<file path="src/pia_defs.svh">
// constants of the priority interrupt arbiter: register indices, fields, resets
// assumes inclusion by the package and the testbench only
`ifndef PIA_DEFS_SVH
`define PIA_DEFS_SVH
// ****************************************************************
// sizes
// ****************************************************************
`define PIA_SRC_N        46
`define PIA_FIXED_N      6
`define PIA_FIELDS_PER   8
`define PIA_VEC_W        6
`define PIA_BASE_W       15
`define PIA_HIGH_W       5
`define PIA_ADDR_W       21
`define PIA_REG_W        16
`define PIA_IDX_W        5
// ****************************************************************
// register indices, byte address is four times the index
// ****************************************************************
`define PIA_IDX_PRIO0    5'h00
`define PIA_IDX_PRIO4    5'h04
`define PIA_IDX_VBASE    5'h05
`define PIA_IDX_FMATCH0  5'h06
`define PIA_IDX_FLOW0    5'h07
`define PIA_IDX_FHIGH0   5'h08
`define PIA_IDX_FMATCH1  5'h09
`define PIA_IDX_FLOW1    5'h0a
`define PIA_IDX_FHIGH1   5'h0b
`define PIA_IDX_PEND0    5'h0c
`define PIA_IDX_PEND1    5'h0d
`define PIA_IDX_PEND2    5'h0e
`define PIA_IDX_CTRL     5'h12
`define PIA_IDX_EVSTAT   5'h13
`define PIA_IDX_EVMASK   5'h14
// ****************************************************************
// fields and reset values
// ****************************************************************
`define PIA_FIXED_LEVEL  2'h3
`define PIA_FAST_LEVEL   2'h2
`define PIA_PRIO_OFF     2'h0
`define PIA_RST_REG      16'h0000
`define PIA_EV_W         2
`define PIA_EV_WAKE      0
`define PIA_EV_FAST      1
`endif

</file>
<file path="src/pia_pkg.sv">
// types shared by the priority interrupt arbiter and its bench
// assumes pia_defs.svh is on the include path
package pia_pkg;
  `include "pia_defs.svh"

  // bus slave states, gray order
  typedef enum logic [0:0]
  {
    PIA_BUS_IDLE = 1'b0,
    PIA_BUS_DONE = 1'b1
  } pia_bus_e;

  // answer to the core: request, kind, level, number, jump address
  typedef struct packed
  {
    logic                     irq;
    logic                     fast;
    logic [1:0]               level;
    logic [`PIA_VEC_W-1:0]    vecnum;
    logic [`PIA_ADDR_W-1:0]   addr;
  } pia_vec_s;
endpackage : pia_pkg

</file>
<file path="src/pia_arbiter.sv">
// priority interrupt arbiter: levels, per-level encoding, fast channels, wake
// assumes requests, core mask, ack and low-power come from logic on CLOCK_I
// Operation
// - 46 request inputs over four levels, software giving each programmable one level 0-2 or off
// - some sources sit at a fixed level that software cannot change
// - within a level the lowest active source number wins
// - signal the core when a permitted request exists, with its address
// - normal address is vector base joined with the vector number
// - core mask 00 all, 01 masks 0, 10 masks 0-1, 11 only 3
// - two independent fast channels, each with match and address registers
// - the winning vector number is compared against both match registers
// - fast only when number matches and the request is at level 2
// - fast interrupts use the channel address, not the base offset
// - the arbiter flags fast itself before the core decides
// - registers are reached as a slave on the peripheral bus
// - in wait or stop a pending request tells system integration to wake
// - after reset the initial program address is driven to the core
// - priority fields reset to 00 disabled, nonzero codes rising levels
// - only requests enabled before low power may wake the core
//
// The address map and the Avalon-MM interface to the registers were decided locally.
`timescale 1ns/1ps
module pia_arbiter
  import pia_pkg::*;
#(
  parameter int SRC_N   = `PIA_SRC_N,
  parameter int FIXED_N = `PIA_FIXED_N
)
(
  // clock and reset
  input  wire logic                    CLOCK_I,
  input  wire logic                    RST_I,
  // avalon-mm slave
  input  wire logic [`PIA_IDX_W-1:0]   AVS_ADDRESS_I,
  input  wire logic                    AVS_READ_I,
  input  wire logic                    AVS_WRITE_I,
  input  wire logic [31:0]             AVS_WRITEDATA_I,
  input  wire logic [3:0]              AVS_BYTEENABLE_I,
  output logic      [31:0]             AVS_READDATA_O,
  output logic                         AVS_WAITREQUEST_O,
  // requests and core
  input  wire logic [SRC_N-1:0]        IRQ_REQ_I,
  input  wire logic [1:0]              CORE_MASK_I,
  input  wire logic                    CORE_ACK_I,
  output pia_pkg::pia_vec_s            CORE_VEC_O,
  output logic                         CORE_BOOT_O,
  // system integration and software interrupt
  input  wire logic                    LOW_POWER_I,
  output logic                         WAKE_O,
  output logic                         INT_O
);
  import pia_pkg::*;

  // ****************************************************************
  // helpers
  // ****************************************************************
  function automatic logic [`PIA_REG_W-1:0] pia_merge(input logic [`PIA_REG_W-1:0] old,
                                                      input logic [31:0] wd,
                                                      input logic [3:0]  be);
    logic [`PIA_REG_W-1:0] r;
    r = old;
    if (be[0])
      r[7:0] = wd[7:0];
    if (be[1])
      r[15:8] = wd[15:8];
    return r;
  endfunction : pia_merge

  // six-bit vector number
  // lowest set bit wins; scanning downward leaves the smallest index last
  function automatic logic [`PIA_VEC_W-1:0] pia_first(input logic [SRC_N-1:0] v);
    logic [`PIA_VEC_W-1:0] r;
    r = '0;
    for (int i = SRC_N - 1; i >= 0; i--)
      if (v[i])
        r = `PIA_VEC_W'(i);
    return r;
  endfunction : pia_first

  // ****************************************************************
  // state
  // ****************************************************************
  logic [`PIA_REG_W-1:0]   prio_r [5];
  logic [`PIA_BASE_W-1:0]  vbase_r;
  logic [`PIA_VEC_W-1:0]   fmatch_r [2];
  logic [`PIA_REG_W-1:0]   flow_r [2];
  logic [`PIA_HIGH_W-1:0]  fhigh_r [2];
  logic [`PIA_EV_W-1:0]    evst_r;
  logic [`PIA_EV_W-1:0]    evmask_r;
  logic [`PIA_EV_W-1:0]    evst_nxt;
  logic [SRC_N-1:0]        en_snap_r;
  logic                    lp_q_r;
  logic                    boot_r;
  logic                    wake_r;
  pia_vec_s                vec_r;
  pia_vec_s                vec_nxt;
  pia_bus_e                bus_r;
  logic [31:0]             rdata_r;

  // ****************************************************************
  // bus slave
  // ****************************************************************
  wire                     req      = AVS_READ_I | AVS_WRITE_I;
  wire                     done     = (bus_r == PIA_BUS_DONE);
  wire                     wr_take  = AVS_WRITE_I & done;
  wire [`PIA_IDX_W-1:0]    idx      = AVS_ADDRESS_I;
  wire                     is_prio  = (idx <= `PIA_IDX_PRIO4);
  wire [2:0]               prio_sel = idx[2:0];

  // one wait cycle: data is prepared while waitrequest is high
  assign AVS_WAITREQUEST_O = req & ~done;
  assign AVS_READDATA_O    = rdata_r;

  always_ff @(posedge CLOCK_I or posedge RST_I)
  begin
    if (RST_I)
      bus_r <= PIA_BUS_IDLE;
    else if (done)
      bus_r <= PIA_BUS_IDLE;
    else if (req)
      bus_r <= PIA_BUS_DONE;
  end

  // ****************************************************************
  // source enables and levels
  // ****************************************************************
  wire                     src_en  [SRC_N];
  wire [1:0]               src_lvl [SRC_N];
  wire [SRC_N-1:0]         en_vec;
  wire [SRC_N-1:0]         act [4];

  genvar gs;
  genvar gl;
  generate
    for (gs = 0; gs < SRC_N; gs++)
    begin : g_src
      if (gs < FIXED_N)
      begin : g_fix
        assign src_en[gs]  = 1'b1;
        assign src_lvl[gs] = `PIA_FIXED_LEVEL;
      end
      else
      begin : g_prog
        localparam int R = (gs - FIXED_N) / `PIA_FIELDS_PER;
        localparam int F = 2 * ((gs - FIXED_N) % `PIA_FIELDS_PER);
        wire [1:0] code = prio_r[R][F +: 2];
        // 00 disables, 01..11 give levels 0..2
        assign src_en[gs]  = (code != `PIA_PRIO_OFF);
        assign src_lvl[gs] = code - 2'h1;
      end
      assign en_vec[gs] = src_en[gs];
      for (gl = 0; gl < 4; gl++)
      begin : g_lvl
        // each request joins only its assigned level
        assign act[gl][gs] = IRQ_REQ_I[gs] & src_en[gs] & (src_lvl[gs] == 2'(gl));
      end
    end
  endgenerate

  // ****************************************************************
  // arbitration
  // ****************************************************************
  wire [`PIA_VEC_W-1:0]    num [4];
  wire [3:0]               ok;

  generate
    for (gl = 0; gl < 4; gl++)
    begin : g_enc
      assign num[gl] = pia_first(act[gl]);
      // level permitted when not below the core mask
      assign ok[gl]  = (|act[gl]) & (2'(gl) >= CORE_MASK_I);
    end
  endgenerate

  wire                     have    = |ok;
  wire [1:0]               win_lvl = ok[3] ? 2'h3 : ok[2] ? 2'h2 : ok[1] ? 2'h1 : 2'h0;
  wire [`PIA_VEC_W-1:0]    win_num = num[win_lvl];
  wire [SRC_N-1:0]         act_win = act[win_lvl];
  wire [SRC_N-1:0]         below   = act_win & ((SRC_N'(1) << win_num) - SRC_N'(1));

  wire                     lvl_fast = (win_lvl == `PIA_FAST_LEVEL);
  wire                     hit0     = (win_num == fmatch_r[0]) & lvl_fast;
  wire                     hit1     = (win_num == fmatch_r[1]) & lvl_fast;
  // fast needs both a match and level 2
  wire                     fast_c   = have & (hit0 | hit1);

  wire [`PIA_ADDR_W-1:0]   norm_addr = {vbase_r, win_num};
  wire [`PIA_ADDR_W-1:0]   f0_addr   = {fhigh_r[0], flow_r[0]};
  wire [`PIA_ADDR_W-1:0]   f1_addr   = {fhigh_r[1], flow_r[1]};
  wire [`PIA_ADDR_W-1:0]   boot_addr = {vbase_r, `PIA_VEC_W'(0)};

  // channel 0 wins when both match
  wire [`PIA_ADDR_W-1:0]   sel_addr  = boot_r ? boot_addr :
                                       hit0   ? f0_addr   :
                                       hit1   ? f1_addr   : norm_addr;

  // request and address; fast flag travels with it
  assign vec_nxt.irq    = have & ~boot_r;
  assign vec_nxt.fast   = fast_c & ~boot_r;
  assign vec_nxt.level  = win_lvl;
  assign vec_nxt.vecnum = win_num;
  assign vec_nxt.addr   = sel_addr;

  always_ff @(posedge CLOCK_I or posedge RST_I)
  begin
    if (RST_I)
      vec_r <= '0;
    else
      vec_r <= vec_nxt;
  end

  // boot address stands until the core takes it
  always_ff @(posedge CLOCK_I or posedge RST_I)
  begin
    if (RST_I)
      boot_r <= 1'b1;
    else if (CORE_ACK_I)
      boot_r <= 1'b0;
  end

  assign CORE_VEC_O  = vec_r;
  assign CORE_BOOT_O = boot_r;

  // ****************************************************************
  // wake from wait or stop
  // ****************************************************************
  wire                     lp_enter = LOW_POWER_I & ~lp_q_r;
  // only sources enabled at entry may wake
  wire                     wake_nxt = LOW_POWER_I & ~lp_enter & |(IRQ_REQ_I & en_snap_r & en_vec);

  always_ff @(posedge CLOCK_I or posedge RST_I)
  begin
    if (RST_I)
    begin
      lp_q_r    <= 1'b0;
      en_snap_r <= '0;
      wake_r    <= 1'b0;
    end
    else
    begin
      lp_q_r <= LOW_POWER_I;
      if (lp_enter)
        en_snap_r <= en_vec;
      wake_r <= wake_nxt;
    end
  end

  assign WAKE_O = wake_r;

  // ****************************************************************
  // event status, set wins over a same-cycle clear
  // ****************************************************************
  wire [`PIA_EV_W-1:0]     ev_set;
  wire [`PIA_EV_W-1:0]     ev_clr = (wr_take & (idx == `PIA_IDX_EVSTAT) & AVS_BYTEENABLE_I[0]) ?
                                    AVS_WRITEDATA_I[`PIA_EV_W-1:0] : '0;

  assign ev_set[`PIA_EV_WAKE] = wake_nxt & ~wake_r;
  assign ev_set[`PIA_EV_FAST] = CORE_ACK_I & vec_r.fast;
  assign evst_nxt             = (evst_r & ~ev_clr) | ev_set;
  assign INT_O                = |(evst_r & evmask_r);

  // ****************************************************************
  // register writes
  // ****************************************************************
  always_ff @(posedge CLOCK_I or posedge RST_I)
  begin
    if (RST_I)
    begin
      for (int i = 0; i < 5; i++)
        prio_r[i] <= `PIA_RST_REG;
      vbase_r  <= '0;
      fmatch_r <= '{default: '0};
      flow_r   <= '{default: '0};
      fhigh_r  <= '{default: '0};
      evst_r   <= '0;
      evmask_r <= '0;
    end
    else
    begin
      evst_r <= evst_nxt;
      if (wr_take)
      begin
        if (is_prio)
          prio_r[prio_sel] <= pia_merge(prio_r[prio_sel], AVS_WRITEDATA_I, AVS_BYTEENABLE_I);
        else if (idx == `PIA_IDX_VBASE)
          vbase_r <= `PIA_BASE_W'(pia_merge({1'b0, vbase_r}, AVS_WRITEDATA_I,
                                            AVS_BYTEENABLE_I));
        else if (idx == `PIA_IDX_FMATCH0)
          fmatch_r[0] <= `PIA_VEC_W'(pia_merge({10'h000, fmatch_r[0]}, AVS_WRITEDATA_I,
                                               AVS_BYTEENABLE_I));
        else if (idx == `PIA_IDX_FLOW0)
          flow_r[0] <= pia_merge(flow_r[0], AVS_WRITEDATA_I, AVS_BYTEENABLE_I);
        else if (idx == `PIA_IDX_FHIGH0)
          fhigh_r[0] <= `PIA_HIGH_W'(pia_merge({11'h000, fhigh_r[0]}, AVS_WRITEDATA_I,
                                               AVS_BYTEENABLE_I));
        else if (idx == `PIA_IDX_FMATCH1)
          fmatch_r[1] <= `PIA_VEC_W'(pia_merge({10'h000, fmatch_r[1]}, AVS_WRITEDATA_I,
                                               AVS_BYTEENABLE_I));
        else if (idx == `PIA_IDX_FLOW1)
          flow_r[1] <= pia_merge(flow_r[1], AVS_WRITEDATA_I, AVS_BYTEENABLE_I);
        else if (idx == `PIA_IDX_FHIGH1)
          fhigh_r[1] <= `PIA_HIGH_W'(pia_merge({11'h000, fhigh_r[1]}, AVS_WRITEDATA_I,
                                               AVS_BYTEENABLE_I));
        else if (idx == `PIA_IDX_EVMASK && AVS_BYTEENABLE_I[0])
          evmask_r <= AVS_WRITEDATA_I[`PIA_EV_W-1:0];
      end
    end
  end

  // ****************************************************************
  // read selection
  // ****************************************************************
  wire [47:0]              pend   = {{(48 - SRC_N){1'b0}}, IRQ_REQ_I & en_vec};
  wire [`PIA_REG_W-1:0]    ctrl_v = {10'h000, boot_r, LOW_POWER_I, vec_r.fast, vec_r.irq,
                                     CORE_MASK_I};
  wire [`PIA_REG_W-1:0]    rd_sel =
    is_prio                   ? prio_r[prio_sel]                 :
    idx == `PIA_IDX_VBASE     ? {1'b0, vbase_r}                  :
    idx == `PIA_IDX_FMATCH0   ? {10'h000, fmatch_r[0]}           :
    idx == `PIA_IDX_FLOW0     ? flow_r[0]                        :
    idx == `PIA_IDX_FHIGH0    ? {11'h000, fhigh_r[0]}            :
    idx == `PIA_IDX_FMATCH1   ? {10'h000, fmatch_r[1]}           :
    idx == `PIA_IDX_FLOW1     ? flow_r[1]                        :
    idx == `PIA_IDX_FHIGH1    ? {11'h000, fhigh_r[1]}            :
    idx == `PIA_IDX_PEND0     ? pend[15:0]                       :
    idx == `PIA_IDX_PEND1     ? pend[31:16]                      :
    idx == `PIA_IDX_PEND2     ? pend[47:32]                      :
    idx == `PIA_IDX_CTRL      ? ctrl_v                           :
    idx == `PIA_IDX_EVSTAT    ? {14'h0000, evst_r}               :
    idx == `PIA_IDX_EVMASK    ? {14'h0000, evmask_r}             : `PIA_RST_REG;

  // unmapped reads return zero, upper half always zero
  always_ff @(posedge CLOCK_I or posedge RST_I)
  begin
    if (RST_I)
      rdata_r <= '0;
    else if (AVS_READ_I && !done)
      rdata_r <= {16'h0000, rd_sel};
  end

  // ****************************************************************
  // checks
  // ****************************************************************
  a_bus_one_wait:
    assert property (@(posedge CLOCK_I) disable iff (RST_I)
      req && !done |=> !AVS_WAITREQUEST_O)
    else $error("bus answer not one cycle after request");

  a_lowest_wins:
    assert property (@(posedge CLOCK_I) disable iff (RST_I)
      have |-> act_win[win_num] && below == '0)
    else $error("winner is not the lowest active source");

  a_mask_level:
    assert property (@(posedge CLOCK_I) disable iff (RST_I)
      vec_r.irq |-> vec_r.level >= $past(CORE_MASK_I))
    else $error("masked level presented to the core");

  a_fast_level:
    assert property (@(posedge CLOCK_I) disable iff (RST_I)
      vec_r.fast |-> vec_r.irq && vec_r.level == 2'h2)
    else $error("fast flag outside level two");

  a_fast_addr:
    assert property (@(posedge CLOCK_I) disable iff (RST_I)
      have && hit0 && !boot_r |=> vec_r.fast && vec_r.addr == $past(f0_addr))
    else $error("fast channel address not used");

  a_norm_addr:
    assert property (@(posedge CLOCK_I) disable iff (RST_I)
      have && !fast_c && !boot_r |=> vec_r.addr == {$past(vbase_r), $past(win_num)})
    else $error("normal vector address wrong");

  a_irq_follows:
    assert property (@(posedge CLOCK_I) disable iff (RST_I)
      vec_r.irq == $past(have && !boot_r))
    else $error("core request does not follow arbitration");

  a_wake_lp:
    assert property (@(posedge CLOCK_I) disable iff (RST_I)
      WAKE_O |-> $past(LOW_POWER_I, 1) && $past(LOW_POWER_I, 2))
    else $error("wake outside low power");

  a_boot_hold:
    assert property (@(posedge CLOCK_I) disable iff (RST_I)
      boot_r && !CORE_ACK_I |=> boot_r && !vec_r.irq)
    else $error("boot address dropped before core ack");

endmodule : pia_arbiter

</file>
<file path="config.mk">
export PLATFORM = sky130hd
export DESIGN_NAME = pia_arbiter
export DESIGN_NICKNAME = d
export VERILOG_FILES = /design/src/pia_pkg.sv /design/src/pia_arbiter.sv
export VERILOG_INCLUDE_DIRS = /design/src
export SDC_FILE = /design/constraint.sdc
export NUM_CORES = 1
export LEC_CHECK = 0
export BUFFER_PORTS_ARGS = -buffer_cell sky130_fd_sc_hd__buf_2
export CORE_MARGIN = 2
export CORE_UTILIZATION = 35
export CTS_CLUSTER_SIZE = 14
export DETAILED_ROUTE_END_ITERATION = 6
export HOLD_SLACK_MARGIN = 0.02
export PLACE_DENSITY = 0.5
export SYNTH_ARGS = -nofsm -noshare
export SYNTH_HDL_FRONTEND = slang
export SYNTH_SLANG_ARGS = --single-unit
</file>
<file path="constraint.sdc">
create_clock -name CLOCK_I -period 22.3 [get_ports CLOCK_I]
set_clock_uncertainty 0.2 [all_clocks]
set_input_delay 2.23 -clock CLOCK_I [delete_from_list [all_inputs] [get_ports CLOCK_I]]
set_output_delay 2.23 -clock CLOCK_I [all_outputs]
set_load 0.01 [all_outputs]
</file>
==> impl_metrics.toml, run 1 <==
[run]
max-cap-violations = 0

[final_layout]
seq_area_um2 = 6130
final_cells = 2167
nets = 1701
drive_above_1_share_pct = 26.1
area_growth_pct = 13.8
multiInputGateArea_um2 = 8240
nFillCells = 4225
fin_area_um2 = 17000

[yosys]
synth_cell_types = 89
async_flop_share_pct = 100
yosys_register_bits = 245
ys_warn_count = 0
synth_top_cell_by_area = "dfrtp_1"
syn_area_per_cell_um2 = 9.86
synthTopCellsByArea = "dfrtp_1, mux2_2, o21ai_0"
synth-edff-count = 0
syn_inst = 1511
syn_area_um2 = 14900
ys_seq_area_share_pct = 41.2
synth_top_area_share_pct = 41.0
ys.flop_type = "dfrtp_1"

[global_route]
antenna_found_initial = 0
grt_max_degree = 107
grt.total_usage_pct = 28.5
grt_pass1_vias = 12800
grt_pass1_wl_um = 91200
overflow = 0

[setup_path]
worstSetupStartpoint = "IRQ_REQ_I[0]"
cp-start-kind = "input pin"
critPathKind = "in2reg"
end_kind = "flip-flop"
path_max_fanout = 15
r2r_start = "g_src[27].g_prog.code[1]"
required_ns = 22.58
critPathArrivalTime_ns = 6.81

[detailed_routing]
via_count = 13300
antenna_left = 0
drc_errors = 0
dr.pass1.iters = 5
routed_via_density = 6.14
detail_route.wl_per_cell_um = 29.2
routed_wl_um = 63200
drt_iter0_markers = 1334

[cts]
hold_buffers = 0
cts_tree = "done"
worstSkewPairLatency_ns = 0.61
ctsHtreeMaxLevel = 1
cts_setup_buffers = 0
root_buffer = "clkbuf_16"
numClockSinks = 245
ctsResizeCount = 0
cts_buffers = 30
cts.clk_slew.worst_paths_ns = 0.06
cts_buffer_depth = 3

[sta]
fin_crit_sh_pct = 29.3
grt_setup_unrepaired = "false"
slew_violations = 0
tns_ns = 0
relSlewSlack_pct = 17.8
finalSetupViolations = 0
worst-slew-pin-transition_ns = 1.22
hold_viol_final = 0
clock.fmax_mhz = 153
fin_crit_ns = 6.53
hold_slack_ns = 0.275

[placed_design]
dpl_cell_area_um2 = 16000
hpwl_um = 48500
dp.cells = 2113
port_buffers = 127
place_congestion = 1.01

[die]
row_count = 75
coreArea_um2 = 41900
die_area_um2 = 44200
start_util_pct = 35.5
die_y_um = 210
ios = 162
die_x_um = 210

[pwr]
powerDensity_nw_per_um2 = 72.8
power.leakage_nw = 7.62
finalPower_mw = 1.23
vdd_drop_max_v = 0.0000638

[worst_hold_path]
min_path_type = "reg2reg"
hold_start = "AVS_READDATA_O[9]"

[run_status]
status = "complete, no violations"
==> metrics by stage <==
stage / setup slack (ns) / util [%]
global placement: 15.38 / 38.1
global route: 15.60 / 40.4
floorplan: 13.14 / -
CTS: 15.90 / 40.4
detailed placement: 15.26 / 38.1
finish: 15.77 / 40.4
==> state kept, by name, summed over array words and instances, names as in the netlist <==
register	cells
AVS_READDATA_O	16
CORE_BOOT_O	1
CORE_VEC_O	31
WAKE_O	1
bus_r	1
en_snap_r	41
evmask_r	2
evst_r	2
f0_addr	21
f1_addr	21
fmatch_r	12
g_src.g_prog.code	80
lp_q_r	1
vbase_r	15
==> worst max-delay path, cell delays in order <==
cell	delay [ns]
buf_2	0.14
or4_1	0.62
or3_1	0.49
a21oi_1	0.31
nand2_2	0.21
o31ai_1	0.67
o21ai_0	0.36
a2111oi_2	0.61
nand4_2	0.63
nor3_1	0.44
a211oi_1	0.09
==> layout by cell type, fill, tap and decap left out, drive strengths merged, types with 10 or more instances in the layout <==
cell type,instances
nand2,120
dfrtp,244
a22o,24
clkbuf,39
mux2,164
and2,10
nor3,55
nor2,68
o211ai,44
nand2b,17
a22oi,10
o21ai,122
o22ai,13
nand4,31
o2111ai,15
and3,22
mux4,16
buf,142
a221oi,12
and3b,29
nor4,14
inv,45
a21oi,64
nand3b,54
a211oi,32
a31oi,17
conb,16
nand3,51
==> final timing paths <==
check	end	slack, ns	depth (start not counted)
setup / recovery	CORE_VEC_O[7]	15.77	11
hold / removal	AVS_READDATA_O[9]	0.27	2
setup reg to reg	CORE_VEC_O[14]	17.11	11
hold reg to reg	AVS_READDATA_O[9]	0.27	2
max in group asynchronous	f1_addr[16]	18.05	4
min in group asynchronous	g_src[13].g_prog.code[0]	1.56	2
==> per-layer routing <==
layer,routed length (µm),track usage (%),vias to the layer above
met5,0,0,-
met4,3080,12.2,0
met3,4270,4.29,117
met2,27800,43.9,538
met1,28000,40.0,6726
li1,-,-,5934
==> synth_stat cells (4+ instances only) <==
cell type  instances
dfrtp_1          244
mux2_2           164
o21ai_0          121
nand2_1          119
clkbuf_1          71
nor2_1            68
a21oi_1           63
nand3b_1          54
nand3_1           51
nor3_1            46
o211ai_1          44
inv_1             41
and3b_1           29
nand4_1           28
a22o_1            24
a211oi_1          22
and3_1            22
a31oi_1           17
buf_4             17
nand2b_1          17
mux4_2            16
o2111ai_1         15
o22ai_1           13
a221oi_1          12
nor4_1            12
a211oi_2          10
a22oi_1           10
and2_1             9
nor2b_1            9
nor3_2             9
o221ai_1           9
nor3b_1            8
xnor2_1            7
a221o_1            6
and4_1             5
o21bai_1           5
a2111oi_0          4
a41oi_1            4
o31ai_1            4
or2_2              4
==> logic make-up after synthesis <==
logic type	share of synthesized area [%]
mux	14.8
other cells	0.0252
flops	41.2
buf+inv	4.02
compound gates	19.6
simple gates	19.7
xor+xnor	0.697
==> cell type report <==
type / count / area share, %
timing repair buffer: 142 / 4.41
multi-input combinational: 1143 / 48.6
sequential: 245 / 36.2
clock inverter: 12 / 0.731
clock buffer: 39 / 5.04
inverter: 44 / 1.02
tap: 539 / 3.98
antenna: 3 / 0.0443
==> power breakdown <==
| group | switching (mW) | internal (mW) | leakage, nW | total, mW |
|---|---|---|---|---|
| logic | 0.137 | 0.0789 | 3.89 | 0.216 |
| clock network | 0.212 | 0.281 | 0.485 | 0.493 |
| registers | 0.0452 | 0.481 | 3.25 | 0.526 |
Note: power is estimated with default switching activity, not from simulation.
==> run 2: changes to the inputs <==
- PLACE_DENSITY: 0.5 -> 0.52
- clock period: 22.3 -> 6 ns (I/O delays scaled with it)
==> run 2 against run 1 <==
  * Hold slack got worse by 0.27 ns
  * Clock power increased to 3.7 times the previous value
  * Critical path depth unchanged
  * Setup slack got worse by 15 ns
  * Sequential share of layout area decreased by 0.15 points
  * Register-to-register slack got worse by 16 ns
  * Highest routed layer is now met5
==> impl_metrics.toml, run 2 (same netlist as run 1, synthesis figures left out) <==
[run_status]
status = "complete, no violations"

[pwr]
powerDensity_nw_per_um2 = 268
vdd_drop_max_v = 0.000228
power.leakage_nw = 7.67

[die]
ios = 162
coreArea_um2 = 41900
die_area_um2 = 44200
die_y_um = 210
start_util_pct = 35.5
row_count = 75
die_x_um = 210

[sta]
tns_ns = 0
clock.fmax_mhz = 209
fin_crit_ns = 4.79
grt_setup_unrepaired = "false"
fin_crit_sh_pct = 79.9
worst-slew-pin-transition_ns = 1.28
slew_violations = 0
relSlewSlack_pct = 14.6
hold_viol_final = 0
finalSetupViolations = 0

[setup_path]
end_kind = "flip-flop"
slowest_stage = "a2111oi_0"
slowest_delay_ns = 1.01
critPathKind = "reg2reg"
cp_num_buf_inv = 1
path_max_fanout = 16
critPathArrivalTime_ns = 5.07
path_cells = "and3b_1, nor4_1, buf_4, o21ai_0, a2111oi_0, nor4_1, a211oi_2, xor2_1, nand4_4, a21o_4, a211oi_1"
required_ns = 6.28
critical_path.top_delay_family = "compound AO/OA/AOI/OAI gates"
path_common_cell = "nor4_1"
cp-start-kind = "flip-flop"

[global_route]
grt_pass1_wl_um = 90500
grt_pass1_vias = 12800
overflow = 0
grt.total_usage_pct = 28.1
grt_max_degree = 148
antenna_found_initial = 4

[placed_design]
place_congestion = 0.993
hpwl_um = 48100
port_buffers = 127
dpl_cell_area_um2 = 16000

[detailed_routing]
drt_iter0_markers = 1599
drc_errors = 0
antenna_left = 0
routed_via_density = 6.23
via_count = 13600
detail_route.wl_per_cell_um = 28.7
dr.pass1.iters = 5
routed_wl_um = 62400

[cts]
numClockSinks = 245
worstSkewPairLatency_ns = 0.60
cts_buffers = 29
cts_setup_buffers = 0
ctsHtreeMaxLevel = 1
cts_tree = "done"
cts.clk_slew.worst_paths_ns = 0.07
root_buffer = "clkbuf_16"
cts_buffer_depth = 3

[run]
max-cap-violations = 0

[final_layout]
nets = 1710
final_common_cell = "dfrtp_1"
fin_area_um2 = 17000
final_cell_mix = "dfrtp_1, mux2_2, buf_2"
largest_reg_flops = 80
area_growth_pct = 14.3
drive_above_1_share_pct = 26.3

[worst_hold_path]
min_path_type = "in2async"
-- run 2: cell count changes in the layout (fill, tap and decap cells not counted), moves of 2 or more --
cell and delta:
diode_2 -2, inv_6 -2, dlygate4sd3_1 +2, clkinv_2 +2, buf_4 +7, clkbuf_1 +4
-- run 2: metrics by stage --
stage	setup WS [ns]	util, %	total power [mW]	hold slack, ns	cells
2_1_floorplan	1.89	-	2.41	0.230	1526
3_3_place_gp	1.16	38.2	2.76	0.248	2121
3_5_place_dp	1.07	38.2	2.77	0.253	2121
4_1_cts	1.30	40.6	4.57	0.0226	2176
5_1_grt	0.981	40.6	4.73	0.0682	2176
6_report	1.21	40.6	4.57	0.00273	2177
-- run 2: worst min-delay path, delay by kind of cell --
family   cells  cell delay [ns]
buf+inv      3             0.68
-- run 2: power by group --
| group | internal (mW) | leakage, nW | switching [mW] | total (mW) |
|---|---|---|---|---|
| registers | 1.79 | 3.25 | 0.168 | 1.96 |
| logic | 0.298 | 3.94 | 0.507 | 0.804 |
| clock network | 1.05 | 0.481 | 0.759 | 1.81 |
| total | 3.13 | 7.67 | 1.43 | 4.57 |
-- run 2: layout make-up --
type	count	area, µm²
flip-flops and latches	245	6130
diodes	1	2.50
well taps	539	674
clock inverters	12	129
multi-input cells	1143	8240
fillers	4208	24900
clock buffers	41	831
repair buffers	152	841
inverters	44	169
-- run 2: worst paths after layout --
kind                                     startpoint  depth (start not counted)  slack [ns]                       to
setup / recovery           g_src[30].g_prog.code[1]                         11        1.21           CORE_VEC_O[10]
hold / removal                                RST_I                          3       0.003  g_src[8].g_prog.code[1]
setup reg to reg           g_src[30].g_prog.code[1]                         11        1.21           CORE_VEC_O[10]
hold reg to reg                              WAKE_O                          1        0.26                evst_r[0]
max in group asynchronous                     RST_I                          4        4.30            CORE_VEC_O[9]
min in group CLOCK_I            AVS_WRITEDATA_I[14]                          3        0.09              vbase_r[14]
-- run 2: layer usage --
layer	share of wire [%]	GRT usage [%]	vias to the layer above	wire, µm
met5	0.074	0	-	46
met4	3.5	8.58	6	2160
met3	7.5	4.35	104	4700
met2	45	43.8	604	28000
met1	44	40.1	6900	27500
li1	-	-	5948	-
-- run 2: timing repair --
action,in CTS,in global routing
resized for setup,0,0
endpoints found under the hold margin,2,0
hold buffers,2,0
==> run 3: changes to the inputs <==
- ABC_AREA: default -> 1
- PLACE_DENSITY: 0.52 -> 0.5
- clock period: 6 -> 4.43 ns (I/O delays scaled with it)
==> run 3 against run 2 <==
  * Flip-flop and latch count stayed put
  * Routed wire length is 0.51% higher
  * Cell area is 1.8% higher
  * Core utilization is 1.9 points higher
  * Critical endpoint is now CORE_VEC_O[15]
  * Combinational power is 67% higher
  * Largest power group unchanged
  * Synthesized cell count is 36% higher
  * Highest routed layer is now met4
  * Die area is 3.3% lower
  * Count of clock-buffer cells in the layout is 1 higher
  * Fmax is 11% higher
  * Sequential share of layout area is 0.59 points lower
==> impl_metrics.toml, run 3 <==
[setup_path]
required_ns = 4.72
reg2regPathDepth = 28
r2r_end = "CORE_VEC_O[15]"
cp-start-kind = "flip-flop"
end_kind = "flip-flop"
critPathKind = "reg2reg"
rrSetupSlack_ns = 0.11
slowest_delay_ns = 0.46
path_max_fanout = 17
critPathArrivalTime_ns = 4.61
r2r_start = "g_src[41].g_prog.code[0]"
slowest_stage = "dfrtp_2"
worstSetupStartpoint = "g_src[41].g_prog.code[0]"

[yosys]
syn_area_per_cell_um2 = 7.01
syn_area_um2 = 14400
synth_cell_types = 59
synth_most_common_cell = "nand2_1"
ys_seq_area_share_pct = 42.6
synth_compound_area_share_pct = 17.9
synth_top_family_by_area = "simple AND/OR/NAND/NOR gates"
ys_warn_count = 0
synthTopCellsByArea = "dfrtp_1, nand2_1, o21ai_0"
ys.flop_type = "dfrtp_1"
synth.top_cells.by_count = "nand2_1, dfrtp_1, o21ai_0"
synth-edff-count = 0
async_flop_share_pct = 100
synth_xor_area_share_pct = 0.243
syn_inst = 2055
synth_fa_ha_area_share_pct = 0
yosys.area_share.simple_pct = 30.1
synth_top_area_share_pct = 42.4
yosys_register_bits = 245
synth_top_cell_by_area = "dfrtp_1"
synthMuxAreaShare_pct = 0

[final_layout]
final_cell_mix = "nand2_1, dfrtp_1, inv_1"
nets = 2322
final_cells = 2783
nFillCells = 4341
drive_above_1_share_pct = 13.9
fin_area_um2 = 17300
final_common_cell = "nand2_1"
area_growth_pct = 20.3
largest_reg_flops = 80

[detailed_routing]
drc_errors = 0
met1_length_um = 27000
routed_via_density = 5.38
detail_route.wl_per_cell_um = 22.5
dr_wl_met3_um = 5110
maxUsedRoutingLayer = "met4"
wl_met2_um = 28000
via_count = 15000
drt_iter0_markers = 1703
routed_wl_um = 62700
antenna_left = 0
dr.pass1.iters = 6

[die]
start_util_pct = 35.3
die_area_um2 = 42800
coreArea_um2 = 40700
ios = 162
row_count = 74
die_y_um = 207
die_x_um = 207

[cts]
numClockSinks = 245
cts_buffers = 30
worstSkewPairLatency_ns = 0.60
cts_buffer_depth = 3
cts.clk_slew.worst_paths_ns = 0.06
ctsHtreeMaxLevel = 1
cts_tree = "done"
root_buffer = "clkbuf_16"

[pwr]
p_sw_share_pct = 32.8
p_sw_mw = 2.18
vdd_drop_max_v = 0.000319
comb_power_share_pct = 20.3
power.share.clock_pct = 39.9
pwr-share-seq_pct = 39.9
powerDensity_nw_per_um2 = 383
internal-power_mw = 4.45
power.leakage_nw = 8.44

[global_route]
grt_max_degree = 175
antenna_found_initial = 1
overflow = 0
grt_pass1_wl_um = 90300
grt.total_usage_pct = 29.1
grt_pass1_vias = 14100

[placed_design]
hpwl_um = 49100
place_ws_ns = 0.141
dpl_cell_area_um2 = 15800
place_congestion = 0.989
dp.cells = 2698
port_buffers = 127

[sta]
fin_crit_ns = 4.32
grt_setup_unrepaired = "true"
clock.fmax_mhz = 232
fin_crit_sh_pct = 97.5
relSlewSlack_pct = 14.9
worst-slew-pin-transition_ns = 1.27
finalSetupViolations = 0
hold_viol_final = 0
setup_slack_ns = 0.111
slew_violations = 0
hold_slack_ns = 0.0848

[run]
max-cap-violations = 0

[worst_hold_path]
min_path_type = "in2async"

[run_status]
status = "complete, no violations"
-- run 3: cells by family after synthesis --
family,Yosys count
and+or+nand+nor,1035
other,1
AOI/OAI and AO/OA,443
DFF,245
xor gates and xnor gates,4
buffers and inverters,327
-- run 3: metal layers --
metal / up-vias / track usage [%]
li1: 7115 / -
met1: 7121 / 40.3
met2: 630 / 45.9
met3: 116 / 4.79
met4: 0 / 10.3
met5: - / 0
-- run 3: worst max-delay path, delay by kind of cell (launching register included) --
kind                   cells  cell delay [ns]
DFF                        1             0.46
buffers and inverters      6             0.77
AOI/OAI and AO/OA          4             0.67
and+or+nand+nor           18             2.11
-- run 3: final cells by class --
class | count | area (µm²) | share of cell area (%)
diodes | 1 | 2.50 | 0.0144
well taps | 532 | 666 | 3.84
multi-input cells | 1498 | 7150 | 41.3
flip-flops and latches | 245 | 6140 | 35.4
clock buffers | 42 | 866 | 5.00
clock inverters | 13 | 186 | 1.08
inverters | 249 | 941 | 5.43
repair buffers | 203 | 1380 | 7.94
-- run 3: power groups by stage --
stage / clock network (mW) / logic (mW) / registers [mW]
2_1_floorplan: 0 / 0.759 / 2.63
4_1_cts: 2.69 / 1.31 / 2.64
3_5_place_dp: 0 / 1.29 / 2.67
5_1_grt: 2.76 / 1.49 / 2.67
3_3_place_gp: 0 / 1.28 / 2.67
6_report: 2.64 / 1.34 / 2.64
-- run 3: worst max path at each step --
stage	to	slack [ns]	depth (start not counted)
after global routing	CORE_VEC_O[12]	-0.12	28
final	CORE_VEC_O[15]	0.11	28
after global placement	CORE_VEC_O[17]	0.13	50
after CTS	CORE_VEC_O[16]	0.28	50
after detailed placement	CORE_VEC_O[16]	0.14	46
after floorplan	AVS_READDATA_O[0]	0.57	1
-- run 3: through the flow --
step | utilization, % | TNS, ns | power (mW)
final | 42.5 | 0 | 6.63
after global routing | 42.5 | -1.40 | 6.91
after CTS | 41.9 | 0 | 6.63
after detailed placement | 38.8 | 0 | 3.97
after global placement | 38.8 | 0 | 3.96
after floorplan | - | 0 | 3.39
-- run 3: repair_timing --
action / 4_1_cts / 5_1_grt
endpoints found under the setup margin: 0 / 21
hold endpoints to repair: 44 / 0
buffers inserted: 0 / 6
gates resized for setup: 0 / 43
hold buffers: 20 / 0
